<file path="src/common/marr_cfg.svh">
// Offsets, field positions, reset values and timing counts of the accumulate and readout block
`ifndef MARR_CFG_SVH
`define MARR_CFG_SVH

// Register byte offsets on the AXI4-Lite slave
`define MARR_OFS_MODE       8'h00
`define MARR_OFS_OPND_A     8'h04
`define MARR_OFS_EXEC       8'h08
`define MARR_OFS_LOAD       8'h0c
`define MARR_OFS_RESULT     8'h10
`define MARR_OFS_STATUS     8'h14
`define MARR_OFS_RESULT_REG_ZERO       8'h18
`define MARR_OFS_RESULT_REG_ONE       8'h1c
`define MARR_ADDR_BITS      8

// Mode value fields
`define MARR_MODE_W         7
`define MARR_MODE_OP_MSB    3
`define MARR_MODE_OP_LSB    0
`define MARR_MODE_SEL_MSB   6
`define MARR_MODE_SEL_LSB   4
`define MARR_SEL_MAX        3'h3
`define MARR_OP_MAX         4'ha

// Result register field positions
`define MARR_RESULT_FLG_LSB 16
`define MARR_RESULT_FLG_MSB 19
`define MARR_STATUS_OVF_BIT 0

// Reset values
`define MARR_RST_MODE       7'h00
`define MARR_RST_WORD       32'h0000_0000
`define MARR_RST_HALF       16'h0000
`define MARR_RST_FLAGS      4'h0

// AXI responses
`define MARR_RESP_OKAY      2'h0
`define MARR_RESP_SLVERR    2'h2

// An accumulate step finishes in this many clock cycles
`define MARR_STEP_CYCLES    1

`endif

</file>
<file path="src/common/marr_pkg.sv">
// Types shared by the accumulate and readout block
package marr_pkg;

    typedef enum logic [3:0] {
        MARR_OP_CLEAR    = 4'h0,
        MARR_OP_LOAD16   = 4'h1,
        MARR_OP_LOAD32   = 4'h2,
        MARR_OP_READ     = 4'h3,
        MARR_OP_MAC_U    = 4'h6,
        MARR_OP_MAC_S    = 4'h7,
        MARR_OP_LOAD_R1  = 4'ha
    } marr_op_t;

    typedef struct packed {
        logic c;
        logic v;
        logic z;
        logic n;
    } marr_flags_t;

    typedef struct packed {
        marr_flags_t flags;
        logic [15:0] data;
    } marr_result_t;

    typedef struct packed {
        logic        ovf;
        logic [31:0] sum;
    } marr_step_t;

    typedef enum logic [1:0] {
        MARR_WS_IDLE    = 2'b00,
        MARR_WS_HAVE_AW = 2'b01,
        MARR_WS_RESP    = 2'b11,
        MARR_WS_HAVE_W  = 2'b10
    } marr_wstate_t;

endpackage

</file>
<file path="src/rtl/marr_top.sv">
// Multiply-accumulate datapath with result readout behind an AXI4-Lite slave
`timescale 1ns/1ps
`include "marr_cfg.svh"

// What this block does
// - Accumulate multiplies two 16-bit operands, adds product to result register zero.
// - Writing mode 0x00 clears both result registers at once.
// - Mode 0x01 load puts second operand low, zeroes upper half of register zero.
// - Mode 0x02 load puts first operand high, second operand low of register zero.
// - Mode 0x06 unsigned, 0x07 signed; each execute does one step, returns low half.
// - Modes 0x16 and 0x17 do the same step but return the high half.
// - Step returns flags 0b0100 on overflow, otherwise 0b0000.
// - Only signed accumulation can report overflow.
// - Signed overflow: product and accumulator share sign, sum has the other sign.
// - While overflow stands, a further overflowing step leaves the accumulated result unchanged.
// - Overflow clears on a clean step or any other execute or load outside result read mode.
// - Read modes 0x03, 0x13, 0x23, 0x33 return halves of registers zero and one.
// - Read transfers change no result register and return flags 0b0000.
// - Result registers keep their value until another operation overwrites them.
// - Mode bits 6 to 4 select the output half, bits 3 to 0 the operation.
// - Each accumulate step completes in one clock cycle.
module marr_top
    import marr_pkg::*;
(
    input  wire logic        CLK,            // System clock, 125 MHz
    input  wire logic        RST,            // Asynchronous reset, active high
    input  wire logic [7:0]  S_AXI_AWADDR,   // Write address
    input  wire logic [2:0]  S_AXI_AWPROT,   // Write protection, unused
    input  wire logic        S_AXI_AWVALID,  // Write address valid
    output logic             S_AXI_AWREADY,  // Write address ready
    input  wire logic [31:0] S_AXI_WDATA,    // Write data
    input  wire logic [3:0]  S_AXI_WSTRB,    // Write byte strobes
    input  wire logic        S_AXI_WVALID,   // Write data valid
    output logic             S_AXI_WREADY,   // Write data ready
    output logic [1:0]       S_AXI_BRESP,    // Write response
    output logic             S_AXI_BVALID,   // Write response valid
    input  wire logic        S_AXI_BREADY,   // Write response ready
    input  wire logic [7:0]  S_AXI_ARADDR,   // Read address
    input  wire logic [2:0]  S_AXI_ARPROT,   // Read protection, unused
    input  wire logic        S_AXI_ARVALID,  // Read address valid
    output logic             S_AXI_ARREADY,  // Read address ready
    output logic [31:0]      S_AXI_RDATA,    // Read data
    output logic [1:0]       S_AXI_RRESP,    // Read response
    output logic             S_AXI_RVALID,   // Read data valid
    input  wire logic        S_AXI_RREADY    // Read data ready
);

    // Offsets are word aligned; the low two address bits are ignored
    function automatic logic addr_is(input logic [7:0] a, input logic [7:0] ofs);
        addr_is = (a[7:2] == ofs[7:2]);
    endfunction

    function automatic logic addr_mapped(input logic [7:0] a);
        addr_mapped = addr_is(a, `MARR_OFS_MODE)   || addr_is(a, `MARR_OFS_OPND_A) ||
                      addr_is(a, `MARR_OFS_EXEC)   || addr_is(a, `MARR_OFS_LOAD)   ||
                      addr_is(a, `MARR_OFS_RESULT) || addr_is(a, `MARR_OFS_STATUS) ||
                      addr_is(a, `MARR_OFS_RESULT_REG_ZERO)   || addr_is(a, `MARR_OFS_RESULT_REG_ONE);
    endfunction

    // Output selections above 3 and operation codes above 0xa are refused
    function automatic logic mode_valid(input logic [6:0] m);
        logic [2:0] sel;
        logic [3:0] op;
        sel = m[`MARR_MODE_SEL_MSB:`MARR_MODE_SEL_LSB];
        op  = m[`MARR_MODE_OP_MSB:`MARR_MODE_OP_LSB];
        mode_valid = (sel <= `MARR_SEL_MAX) && (op <= `MARR_OP_MAX);
    endfunction

    // One accumulate step, all in one cycle
    function automatic marr_step_t mac_step(input logic [15:0] a, input logic [15:0] b,
                                            input logic [31:0] acc, input logic sgn);
        logic [31:0] prod;
        marr_step_t  r;
        if (sgn) begin
            prod = $signed({{16{a[15]}}, a}) * $signed({{16{b[15]}}, b});
        end else begin
            prod = 32'(a) * 32'(b);
        end
        r.sum = prod + acc;
        r.ovf = sgn && (prod[31] == acc[31]) && (r.sum[31] != acc[31]);
        mac_step = r;
    endfunction

    function automatic logic [15:0] pick_half(input logic [2:0] sel, input logic [31:0] r0,
                                              input logic [31:0] r1);
        case (sel)
            3'h0:    pick_half = r0[15:0];
            3'h1:    pick_half = r0[31:16];
            3'h2:    pick_half = r1[15:0];
            3'h3:    pick_half = r1[31:16];
            default: pick_half = `MARR_RST_HALF;
        endcase
    endfunction

    marr_wstate_t  wstate_q;
    logic [7:0]    awaddr_q;
    logic [31:0]   wdata_q;
    logic [3:0]    wstrb_q;
    logic          bvalid_q;
    logic [1:0]    bresp_q;
    logic          rvalid_q;
    logic [31:0]   rdata_q;
    logic [1:0]    rresp_q;

    logic [6:0]    mode_q;
    logic [15:0]   opnd_a_q;
    logic [31:0]   result_reg_zero_q;
    logic [31:0]   result_reg_one_q;
    logic          ovf_q;
    marr_result_t  result_q;

    logic          aw_take;
    logic          w_take;
    logic          do_write;
    logic [7:0]    wr_addr;
    logic [31:0]   wr_data;
    logic [3:0]    wr_strb;
    logic          ar_take;

    logic          wr_mode;
    logic          wr_opnd;
    logic          wr_exec;
    logic          wr_load;
    logic [3:0]    op;
    logic [2:0]    sel;
    logic          is_mac;
    logic          is_read;
    marr_step_t    step;
    logic          acc_hold;
    logic [31:0]   result_reg_zero_after;

    // Write channels: address and data may come in either order
    assign S_AXI_AWREADY = (wstate_q == MARR_WS_IDLE) || (wstate_q == MARR_WS_HAVE_W);
    assign S_AXI_WREADY  = (wstate_q == MARR_WS_IDLE) || (wstate_q == MARR_WS_HAVE_AW);
    assign aw_take       = S_AXI_AWVALID && S_AXI_AWREADY;
    assign w_take        = S_AXI_WVALID && S_AXI_WREADY;

    always_comb begin
        do_write = 1'b0;
        case (wstate_q)
            MARR_WS_IDLE:    do_write = aw_take && w_take;
            MARR_WS_HAVE_AW: do_write = w_take;
            MARR_WS_HAVE_W:  do_write = aw_take;
            MARR_WS_RESP:    do_write = 1'b0;
            default:         do_write = 1'b0;
        endcase
    end

    assign wr_addr = (wstate_q == MARR_WS_HAVE_AW) ? awaddr_q : S_AXI_AWADDR;
    assign wr_data = (wstate_q == MARR_WS_HAVE_W) ? wdata_q : S_AXI_WDATA;
    assign wr_strb = (wstate_q == MARR_WS_HAVE_W) ? wstrb_q : S_AXI_WSTRB;

    always_ff @(posedge CLK or posedge RST) begin
        if (RST) begin
            wstate_q <= MARR_WS_IDLE;
        end else begin
            case (wstate_q)
                MARR_WS_IDLE: begin
                    if (do_write) begin
                        wstate_q <= MARR_WS_RESP;
                    end else if (aw_take) begin
                        wstate_q <= MARR_WS_HAVE_AW;
                    end else if (w_take) begin
                        wstate_q <= MARR_WS_HAVE_W;
                    end
                end
                MARR_WS_HAVE_AW: begin
                    if (do_write) begin
                        wstate_q <= MARR_WS_RESP;
                    end
                end
                MARR_WS_HAVE_W: begin
                    if (do_write) begin
                        wstate_q <= MARR_WS_RESP;
                    end
                end
                MARR_WS_RESP: begin
                    if (S_AXI_BREADY) begin
                        wstate_q <= MARR_WS_IDLE;
                    end
                end
                default: wstate_q <= MARR_WS_IDLE;
            endcase
        end
    end

    always_ff @(posedge CLK or posedge RST) begin
        if (RST) begin
            awaddr_q <= 8'h00;
            wdata_q  <= `MARR_RST_WORD;
            wstrb_q  <= 4'h0;
        end else begin
            if (aw_take) begin
                awaddr_q <= S_AXI_AWADDR;
            end
            if (w_take) begin
                wdata_q <= S_AXI_WDATA;
                wstrb_q <= S_AXI_WSTRB;
            end
        end
    end

    always_ff @(posedge CLK or posedge RST) begin
        if (RST) begin
            bvalid_q <= 1'b0;
            bresp_q  <= `MARR_RESP_OKAY;
        end else if (do_write) begin
            bvalid_q <= 1'b1;
            bresp_q  <= addr_mapped(wr_addr) ? `MARR_RESP_OKAY : `MARR_RESP_SLVERR;
        end else if (S_AXI_BREADY) begin
            bvalid_q <= 1'b0;
        end
    end

    assign S_AXI_BVALID = bvalid_q;
    assign S_AXI_BRESP  = bresp_q;

    // Register write decode; mode, execute and load transfers fire only when the low byte lane is enabled
    assign wr_mode = do_write && addr_is(wr_addr, `MARR_OFS_MODE) && wr_strb[0];
    assign wr_opnd = do_write && addr_is(wr_addr, `MARR_OFS_OPND_A);
    assign wr_exec = do_write && addr_is(wr_addr, `MARR_OFS_EXEC) && wr_strb[0];
    assign wr_load = do_write && addr_is(wr_addr, `MARR_OFS_LOAD) && wr_strb[0];

    assign op      = mode_q[`MARR_MODE_OP_MSB:`MARR_MODE_OP_LSB];
    assign sel     = mode_q[`MARR_MODE_SEL_MSB:`MARR_MODE_SEL_LSB];
    assign is_mac  = (op == MARR_OP_MAC_U) || (op == MARR_OP_MAC_S);
    assign is_read = (op == MARR_OP_READ);

    always_comb begin
        step       = mac_step(opnd_a_q, wr_data[15:0], result_reg_zero_q, op == MARR_OP_MAC_S);
        // A second overflow while the flag stands does not overwrite the held sum
        acc_hold   = ovf_q && step.ovf;
        result_reg_zero_after = acc_hold ? result_reg_zero_q : step.sum;
    end

    always_ff @(posedge CLK or posedge RST) begin
        if (RST) begin
            mode_q <= `MARR_RST_MODE;
        end else if (wr_mode && mode_valid(wr_data[6:0])) begin
            mode_q <= wr_data[6:0];
        end
    end

    always_ff @(posedge CLK or posedge RST) begin
        if (RST) begin
            opnd_a_q <= `MARR_RST_HALF;
        end else if (wr_opnd) begin
            if (wr_strb[0]) begin
                opnd_a_q[7:0] <= wr_data[7:0];
            end
            if (wr_strb[1]) begin
                opnd_a_q[15:8] <= wr_data[15:8];
            end
        end
    end

    // Result register zero keeps its value unless an operation writes it
    always_ff @(posedge CLK or posedge RST) begin
        if (RST) begin
            result_reg_zero_q <= `MARR_RST_WORD;
        end else if (wr_mode && mode_valid(wr_data[6:0]) &&
                     wr_data[`MARR_MODE_OP_MSB:`MARR_MODE_OP_LSB] == MARR_OP_CLEAR) begin
            result_reg_zero_q <= `MARR_RST_WORD;
        end else if (wr_load && op == MARR_OP_LOAD16) begin
            result_reg_zero_q <= {`MARR_RST_HALF, wr_data[15:0]};
        end else if (wr_load && op == MARR_OP_LOAD32) begin
            result_reg_zero_q <= {opnd_a_q, wr_data[15:0]};
        end else if (wr_exec && is_mac) begin
            result_reg_zero_q <= result_reg_zero_after;
        end
    end

    always_ff @(posedge CLK or posedge RST) begin
        if (RST) begin
            result_reg_one_q <= `MARR_RST_WORD;
        end else if (wr_mode && mode_valid(wr_data[6:0]) &&
                     wr_data[`MARR_MODE_OP_MSB:`MARR_MODE_OP_LSB] == MARR_OP_CLEAR) begin
            result_reg_one_q <= `MARR_RST_WORD;
        end else if (wr_load && op == MARR_OP_LOAD_R1) begin
            result_reg_one_q <= {opnd_a_q, wr_data[15:0]};
        end
    end

    // Overflow is set by a signed step and cleared by any other execute or load outside read mode
    always_ff @(posedge CLK or posedge RST) begin
        if (RST) begin
            ovf_q <= 1'b0;
        end else if (wr_exec && is_mac) begin
            ovf_q <= step.ovf;
        end else if ((wr_exec || wr_load) && !is_read) begin
            ovf_q <= 1'b0;
        end
    end

    // Value and flags handed back by the last execute transfer
    always_ff @(posedge CLK or posedge RST) begin
        if (RST) begin
            result_q <= '0;
        end else if (wr_exec) begin
            result_q.flags   <= '0;
            result_q.flags.v <= is_mac && step.ovf;
            if (is_mac) begin
                result_q.data <= pick_half(sel, result_reg_zero_after, result_reg_one_q);
            end else begin
                result_q.data <= pick_half(sel, result_reg_zero_q, result_reg_one_q);
            end
        end
    end

    // Read channel: one read at a time, answered the cycle after it is taken
    assign S_AXI_ARREADY = !rvalid_q;
    assign ar_take       = S_AXI_ARVALID && S_AXI_ARREADY;

    always_ff @(posedge CLK or posedge RST) begin
        if (RST) begin
            rvalid_q <= 1'b0;
            rdata_q  <= `MARR_RST_WORD;
            rresp_q  <= `MARR_RESP_OKAY;
        end else if (ar_take) begin
            rvalid_q <= 1'b1;
            rresp_q  <= addr_mapped(S_AXI_ARADDR) ? `MARR_RESP_OKAY : `MARR_RESP_SLVERR;
            rdata_q  <= `MARR_RST_WORD;
            if (addr_is(S_AXI_ARADDR, `MARR_OFS_MODE)) begin
                rdata_q[6:0] <= mode_q;
            end else if (addr_is(S_AXI_ARADDR, `MARR_OFS_OPND_A)) begin
                rdata_q[15:0] <= opnd_a_q;
            end else if (addr_is(S_AXI_ARADDR, `MARR_OFS_RESULT)) begin
                rdata_q[`MARR_RESULT_FLG_MSB:0] <= result_q;
            end else if (addr_is(S_AXI_ARADDR, `MARR_OFS_STATUS)) begin
                rdata_q[`MARR_STATUS_OVF_BIT] <= ovf_q;
            end else if (addr_is(S_AXI_ARADDR, `MARR_OFS_RESULT_REG_ZERO)) begin
                rdata_q <= result_reg_zero_q;
            end else if (addr_is(S_AXI_ARADDR, `MARR_OFS_RESULT_REG_ONE)) begin
                rdata_q <= result_reg_one_q;
            end
        end else if (S_AXI_RREADY) begin
            rvalid_q <= 1'b0;
        end
    end

    assign S_AXI_RVALID = rvalid_q;
    assign S_AXI_RDATA  = rdata_q;
    assign S_AXI_RRESP  = rresp_q;

endmodule

</file>
<file path="config.mk">
export PLATFORM = sky130hd
export DESIGN_NAME = marr_top
export DESIGN_NICKNAME = d
export VERILOG_FILES = /design/src/common/marr_pkg.sv /design/src/rtl/marr_top.sv
export VERILOG_INCLUDE_DIRS = /design/src /design/src/common
export SDC_FILE = /design/constraint.sdc
export NUM_CORES = 2
export LEC_CHECK = 0
export ABC_AREA = 1
export BUFFER_PORTS_ARGS = -buffer_cell sky130_fd_sc_hd__buf_2
export CAP_MARGIN = 5
export CORE_MARGIN = 5
export CORE_UTILIZATION = 30
export DETAILED_ROUTE_END_ITERATION = 10
export GPL_ROUTABILITY_DRIVEN = 1
export PLACE_DENSITY = 0.46
export SYNTH_ARGS = -nofsm -noshare
export SYNTH_HDL_FRONTEND = slang
export SYNTH_SLANG_ARGS = --single-unit
</file>
<file path="constraint.sdc">
create_clock -name CLK -period 25.5 [get_ports CLK]
set_input_delay 1.275 -clock CLK [delete_from_list [all_inputs] [get_ports CLK]]
set_output_delay 1.275 -clock CLK [all_outputs]
set_load 0.02 [all_outputs]
</file>
# Yosys cells after proc, flatten, opt, wreduce, memory -nomap -nowiden
# Cells that the tools add are included.
[op_classes] n_mul=2 n_eq_ne=31 muxes=44 n_reduce_logical=57 addsub=1 order_cmp=2
[ops] op="$mux 32" n=15
[ops] op="$pmux 16 s4" n=2
[ops] op="$mul 16x16->32" n=2
[ops] op="$mux 16" n=4
[ops] op="$eq 6x3->1 const B" n=8
[ops] op="$add 32x32->32" n=1
[ops] op="$mux 31" n=1
[ops] op="$mux 25" n=1
[ops] op="$eq 6x2->1 const B" n=4
[ops] op="$logic_and 1x1->1" n=23
[ops] op="$mux 20" n=1
[ops] op="$logic_or 1x1->1" n=18
[ops] op="$mux 2" n=8
[ops] op="$eq 6x1->1 const B" n=2
[ops] op="$logic_not 6->1" n=2
[ops] op="$mux 12" n=1
[ops] op="$eq 4x2->1 const B" n=2
[ops] op="$eq 4x3->1 const B" n=2
[ops] op="$mux 8" n=1
[ops] op="$reduce_bool 2->1" n=4
[ops] op="$mux 1" n=7
[ops] op="$mux 7" n=1
[ops] op="$eq 3x2->1 const B" n=2
[ops] op="$pmux 2 s3" n=1
[ops] op="other kinds (21)" n=24
[word_totals] out_inout_bits=41 regBits=171

# Logic depth before layout (Yosys ltp)
[depth] word_depth=13 depth_mapped=54 mapped_depth_nobuf=51

# Least setup slack after synthesis
# Ideal clock, no wire load.
[synth_timing] path_kind="in2reg" startpoint="input S_AXI_WDATA[5]" endpoint="register result_reg_zero_q[6]" required_time_ps=25380 setup_slack_ps=16587 setup_time_ps=120 n_path_buf=2 cell_stages=45 arrival_time_ps=8792 cell_sequence="inv_1 -> o21ai_0 -> inv_1 -> clkbuf_1 -> nor2_1 -> fa_1 -> inv_1 -> fa_1 -> inv_1 -> fa_1 -> inv_1 -> fa_1 -> inv_1 -> fa_1 -> inv_1 -> fa_1 -> inv_1 -> ha_1 -> [... 9 more ...] -> or2_2 -> ha_1 -> nand2_1 -> inv_1 -> a21oi_1 -> nor2_1 -> nor2_1 -> o21ai_0 -> a21oi_1 -> inv_1 -> nand3_1 -> nand2_2 -> nand3_4 -> buf_6 -> nand2_1 -> and2_1 -> o21ai_1 -> nand2_1"
[synth_via] elab_chain_cells=12 elab_cells_between_ends=20
[synth_rtl] item="start: declaration" line_no="marr_top.sv:31" text="input wire logic [31:0] S_AXI_WDATA,"
[synth_rtl] item="$mux 16 (*)" line_no="marr_top.sv:150" text="assign wr_data = (wstate_q == MARR_WS_HAVE_W) ? wdata_q : S_AXI_WDATA;"
[synth_rtl] item="$mul 16x16->32, on equally long branches" line_no="marr_top.sv:77, marr_top.sv:75"
[synth_rtl] item="$mux 32" line_no="marr_top.sv:74" text="if (sgn) begin"
[synth_rtl] item="$add 32x32->32 / $eq 1x1->1 (equally long branches)" line_no="marr_top.sv:79, marr_top.sv:80"
[synth_rtl] item="$ne 1x1->1 / $logic_and 1x1->1 (equally long branches)" line_no="marr_top.sv:80" text="r.ovf = sgn && (prod[31] == acc[31]) && (r.sum[31] != acc[31]);"
[synth_rtl] item="$logic_and 1x1->1" line_no="marr_top.sv:80"
[synth_rtl] item="$logic_and 1x1->1" line_no="marr_top.sv:232" text="acc_hold = ovf_q && step.ovf;"
[synth_rtl] item="$mux 32" line_no="marr_top.sv:233" text="result_reg_zero_after = acc_hold ? result_reg_zero_q : step.sum;"
[synth_rtl] item="$mux 32" line_no="marr_top.sv:268" text="end else if (wr_exec && is_mac) begin"
[synth_rtl] item="$mux 32" line_no="marr_top.sv:266" text="end else if (wr_load && op == MARR_OP_LOAD32) begin"
[synth_rtl] item="$mux 32" line_no="marr_top.sv:264" text="end else if (wr_load && op == MARR_OP_LOAD16) begin"
[synth_rtl] item="$mux 32" line_no="marr_top.sv:261" text="end else if (wr_mode && mode_valid(wr_data[6:0]) &&"
[synth_rtl] item="end signal: assignment" line_no="marr_top.sv:265" text="result_reg_zero_q <= {`MARR_RST_HALF, wr_data[15:0]};"
[synth_rtl] item="end signal: assignment" line_no="marr_top.sv:267" text="result_reg_zero_q <= {opnd_a_q, wr_data[15:0]};"
[synth_rtl] item="end signal: assignment" line_no="marr_top.sv:269" text="result_reg_zero_q <= result_reg_zero_after;"
[synth_rtl] item="end: declaration" line_no="marr_top.sv:107" text="logic [31:0] result_reg_zero_q;"
# Every way passes the cells marked *; elsewhere a longest branch is shown, timed or not. The select of a mux whose other input is x is not followed.
# A chain may end at the register's enable or synchronous reset.

# Worst setup path after layout
[layout_timing] startpoint="register wstate_q[0]" endpoint="register result_q[12] (netlist name)"
[layout_via] elab_chain_cells=11 elab_cells_between_ends=28
[layout_rtl] item="start: declaration" line_no="marr_top.sv:95" text="marr_wstate_t wstate_q;"
[layout_rtl] item="start signal: assignment" line_no="marr_top.sv:155" text="wstate_q <= MARR_WS_IDLE;"
[layout_rtl] item="start signal: assignment" line_no="marr_top.sv:160" text="wstate_q <= MARR_WS_RESP;"
[layout_rtl] item="start signal: assignment" line_no="marr_top.sv:162" text="wstate_q <= MARR_WS_HAVE_AW;"
[layout_rtl] item="$eq 2x2->1"
[layout_rtl] item="$mux 16" line_no="marr_top.sv:150"
[layout_rtl] item="$mul 16x16->32, on equally long branches" line_no="marr_top.sv:77, marr_top.sv:75"
[layout_rtl] item="$mux 32" line_no="marr_top.sv:74"
[layout_rtl] item="$add 32x32->32 / $eq 1x1->1 (equally long branches)" line_no="marr_top.sv:79, marr_top.sv:80"
[layout_rtl] item="$ne 1x1->1 / $logic_and 1x1->1 (equally long branches)" line_no="marr_top.sv:80"
[layout_rtl] item="$logic_and 1x1->1" line_no="marr_top.sv:80"
[layout_rtl] item="$logic_and 1x1->1" line_no="marr_top.sv:232"
[layout_rtl] item="$mux 32" line_no="marr_top.sv:233"
[layout_rtl] item="$pmux 16 s4" line_no="marr_top.sv:86" text="case (sel)"
[layout_rtl] item="$mux 16" line_no="marr_top.sv:302" text="if (is_mac) begin"
[layout_rtl] item="end: declaration" line_no="marr_top.sv:110" text="marr_result_t result_q;"
# Parallel ways exist; a longest one is shown, timed or not.

==> results_dict.tcl <==
set metrics [dict create \
    status "completed" \
    wl_per_cell_um 21.13 \
    cpPeakStageDelay_ns 0.80 \
    cap_violations 0 \
    io_pins 106 \
    synth.largest_area_cell "fa_1" \
    numCtsBuffers 17 \
    dp_hpwl_um 75500 \
    rsz0062_at_grt "no" \
    dr.pass1.iters 5 \
    crit_required_ns 25.90 \
    die_y_um 303.4 \
    min_period_ns 12.36 \
    max_freq_mhz 80.91 \
    r2r_end "result_q[12]$_DFFE_PP0P_" \
    postCtsSetupRepairBufs 0 \
    fin_nets 3984 \
    overflow 0 \
    antenna_cells 0 \
    root_buffer "clkbuf_16" \
    htree_num_levels 4 \
    synth_ff_type "dfrtp_1" \
    start_util 0.3029 \
    criticalPathCategory "reg2reg" \
    grt_usage 0.2117 \
    syn_to_final_growth_pct 8.331 \
    clockBufferDepth 2 \
    avgSynthCellArea_sq_um 7.683 \
    cts.hold.buffers_added 0 \
    worstPathMaxFanout 34 \
    synth-edff-count 0 \
    skew_ns 0.02021 \
    clock_latency_ns 0.46 \
    timing.reg2reg.setup_slack_ns 13.14 \
    synth_top_cell_area_share 0.2829 \
    hold_end "S_AXI_RDATA[22]$_DFFE_PP0P_" \
    synth_cell_type_count 61 \
    yosysSeqAreaShare 0.1618 \
    tritoncts "built" \
    port_buffers 75 \
    arrival_ns 12.76 \
    crit_top_cell "a21oi_1" \
    utilization 0.3281 \
    finalCritPeriodShare 0.4847 \
    cp-end-kind "flop" \
    synthArstFlopShare 1.000 \
    synth_cells 3362 \
    hold_class "reg2reg" \
    cp-startpoint "wstate_q[0]$_DFFE_PP0P_" \
    rr_worst_depth 43 \
    grt_pass1_vias 23120 \
    ys_seq_elements 167 \
    drc_errors 0 \
    post_cts_resized 0 \
    synth_area_sq_um 25830 \
    synth_area_leaders "fa_1, dfrtp_1, inv_1" \
    holdPathStages 2 \
    drt-initial-drc-count 1645 \
    via_per_inst 4.922 \
    cts.reportedPaths.clkPinSlew_ns 0.07 \
    crit_slowest_cell "ha_1" \
    antenna_left 0 \
    grt_antenna_before_repair 1 \
    wl_um 95560 \
    globalplace.congestion 0.9160 \
    start_kind "flop" \
    setup_violations 0 \
    maxSlewViolCount 0 \
    relSlewSlack 0.2951 \
    core_area_sq_um 85280 \
    worst_pin_slew_ns 1.057 \
    die_w_um 303.4 \
    grt_max_degree 96 \
    hold_viol 0 \
    layout-drive-gt1-share 0.06454 \
    fp.dieArea_sq_um 92070 \
    r2r_start "wstate_q[0]$_DFFE_PP0P_" \
    min_from "S_AXI_RDATA[22]$_DFFE_PP0P_" \
    grt_pass1_wl_um 146200 \
    rows 107 \
    vias 22260 \
    clock-sinks 167 \
    synth_warnings 0 \
    fin_setup_tns_ns 0 \
]
synth_stat cells, types with 9 or more instances:
library cell / n
mux2_2: 15
a31oi_1: 24
a221oi_1: 14
a21o_1: 12
inv_1: 723
o21ai_0: 196
o21ai_1: 37
buf_4: 9
nand2_1: 616
clkbuf_1: 97
or2_2: 19
o22ai_1: 31
inv_2: 14
xor2_1: 28
and2_1: 14
o21bai_1: 12
dfrtp_1: 167
nor3_1: 25
o31ai_1: 10
buf_2: 10
nand3_1: 126
xnor2_1: 21
a21oi_1: 204
fa_1: 365
nand4_1: 44
nor2_1: 262
ha_1: 189
area by class of cell:
cell class	count	area, sq um
Fill cell	9249	57300
Multi-Input combinational cell	2327	18350
Sequential cell	167	4179
Inverter	744	2798
Tap cell	1144	1431
Timing Repair Buffer	108	623.1
Clock buffer	18	439.2
Clock inverter	14	162.7
logic make-up (layout without fill, tap and decap cells):
| family | after synthesis | count (layout) | synth area share |
|---|---|---|---|
| and+or+nand+nor | 1132 | 1132 | 0.1843 |
| AOI/OAI and AO/OA | 571 | 571 | 0.1247 |
| xor gates and xnor gates | 49 | 49 | 0.01661 |
| muxes | 19 | 19 | 0.008573 |
| other | 1 | 2 | 0.0001452 |
| buffers and inverters | 869 | 884 | 0.1295 |
| DFF | 167 | 167 | 0.1618 |
| adders and majority gates | 554 | 554 | 0.3744 |
metal layers:
layer | part of all wire | vias to the layer above | track usage
met4 | 0.048 | 0 | 0.08585
li1 | - | 10470 | -
met5 | 0 | - | 0
met1 | 0.43 | 11020 | 0.2791
met3 | 0.043 | 158 | 0.01833
met2 | 0.48 | 609 | 0.3605
worst max-delay path, delay by kind of cell, from the launching register on:
kind	cells	cell delay, ns
buf+inv	9	1.81
flops	1	0.41
simple gates	13	2.80
fa+ha+maj	9	4.63
compound gates	12	2.58
cells in the final DEF, fill, tap and decap left out, types with 5 or more instances in the layout:
cell type / n
inv_1: 722
nand2_1: 615
fa_1: 365
nor2_1: 261
a21oi_1: 204
o21ai_0: 196
ha_1: 189
dfrtp_1: 167
nand3_1: 126
buf_2: 75
nand4_1: 44
o21ai_1: 34
buf_4: 33
o22ai_1: 31
xor2_1: 28
nor3_1: 24
a31oi_1: 24
xnor2_1: 21
or2_2: 19
clkbuf_16: 17
mux2_2: 15
a221oi_1: 14
inv_2: 14
and2_1: 14
a21o_1: 12
o21bai_1: 12
o31ai_1: 10
clkinv_1: 7
o221ai_1: 7
inv_6: 6
o2111ai_1: 5
worst max-delay path by stage:
| stage | endpoint | slack [ns] | cells past startpoint |
|---|---|---|---|
| detailed placement | result_q[11]$_DFFE_PP0P_ | 13.23 | 41 |
| global placement | result_q[11]$_DFFE_PP0P_ | 13.26 | 43 |
| CTS | result_q[11]$_DFFE_PP0P_ | 13.20 | 43 |
| global route | result_q[11]$_DFFE_PP0P_ | 12.53 | 43 |
| floorplan | result_reg_zero_q[6]$_DFFE_PP0P_ | 16.59 | 45 |
| finish | result_q[12]$_DFFE_PP0P_ | 13.14 | 43 |
flip-flops by register name, summed over array words and instances (netlist names), 2 cells and up:
name and flops:
S_AXI_RDATA 32, awaddr_q 6, mode_q 7, opnd_a_q 16, result_q 17, result_reg_one_q 32
result_reg_zero_q 32, wdata_q 16, wstate_q 2, wstrb_q 2
through the flow:
step / cell area [sq um] / setup slack, ns / hold slack [ns] / std cells
final: 27980 / 13.14 / 0.4760 / 4522
after detailed placement: 27380 / 13.23 / 0.4645 / 4490
after global routing: 27980 / 12.53 / 0.4977 / 4522
after CTS: 27980 / 13.20 / 0.4822 / 4522
after floorplan: 25830 / 16.59 / 0.4488 / 3363
after global placement: 27380 / 13.26 / 0.4622 / 4490
Power is not shown: default switching activity piles up to over one toggle a cycle in this logic, so the estimate is an artifact.
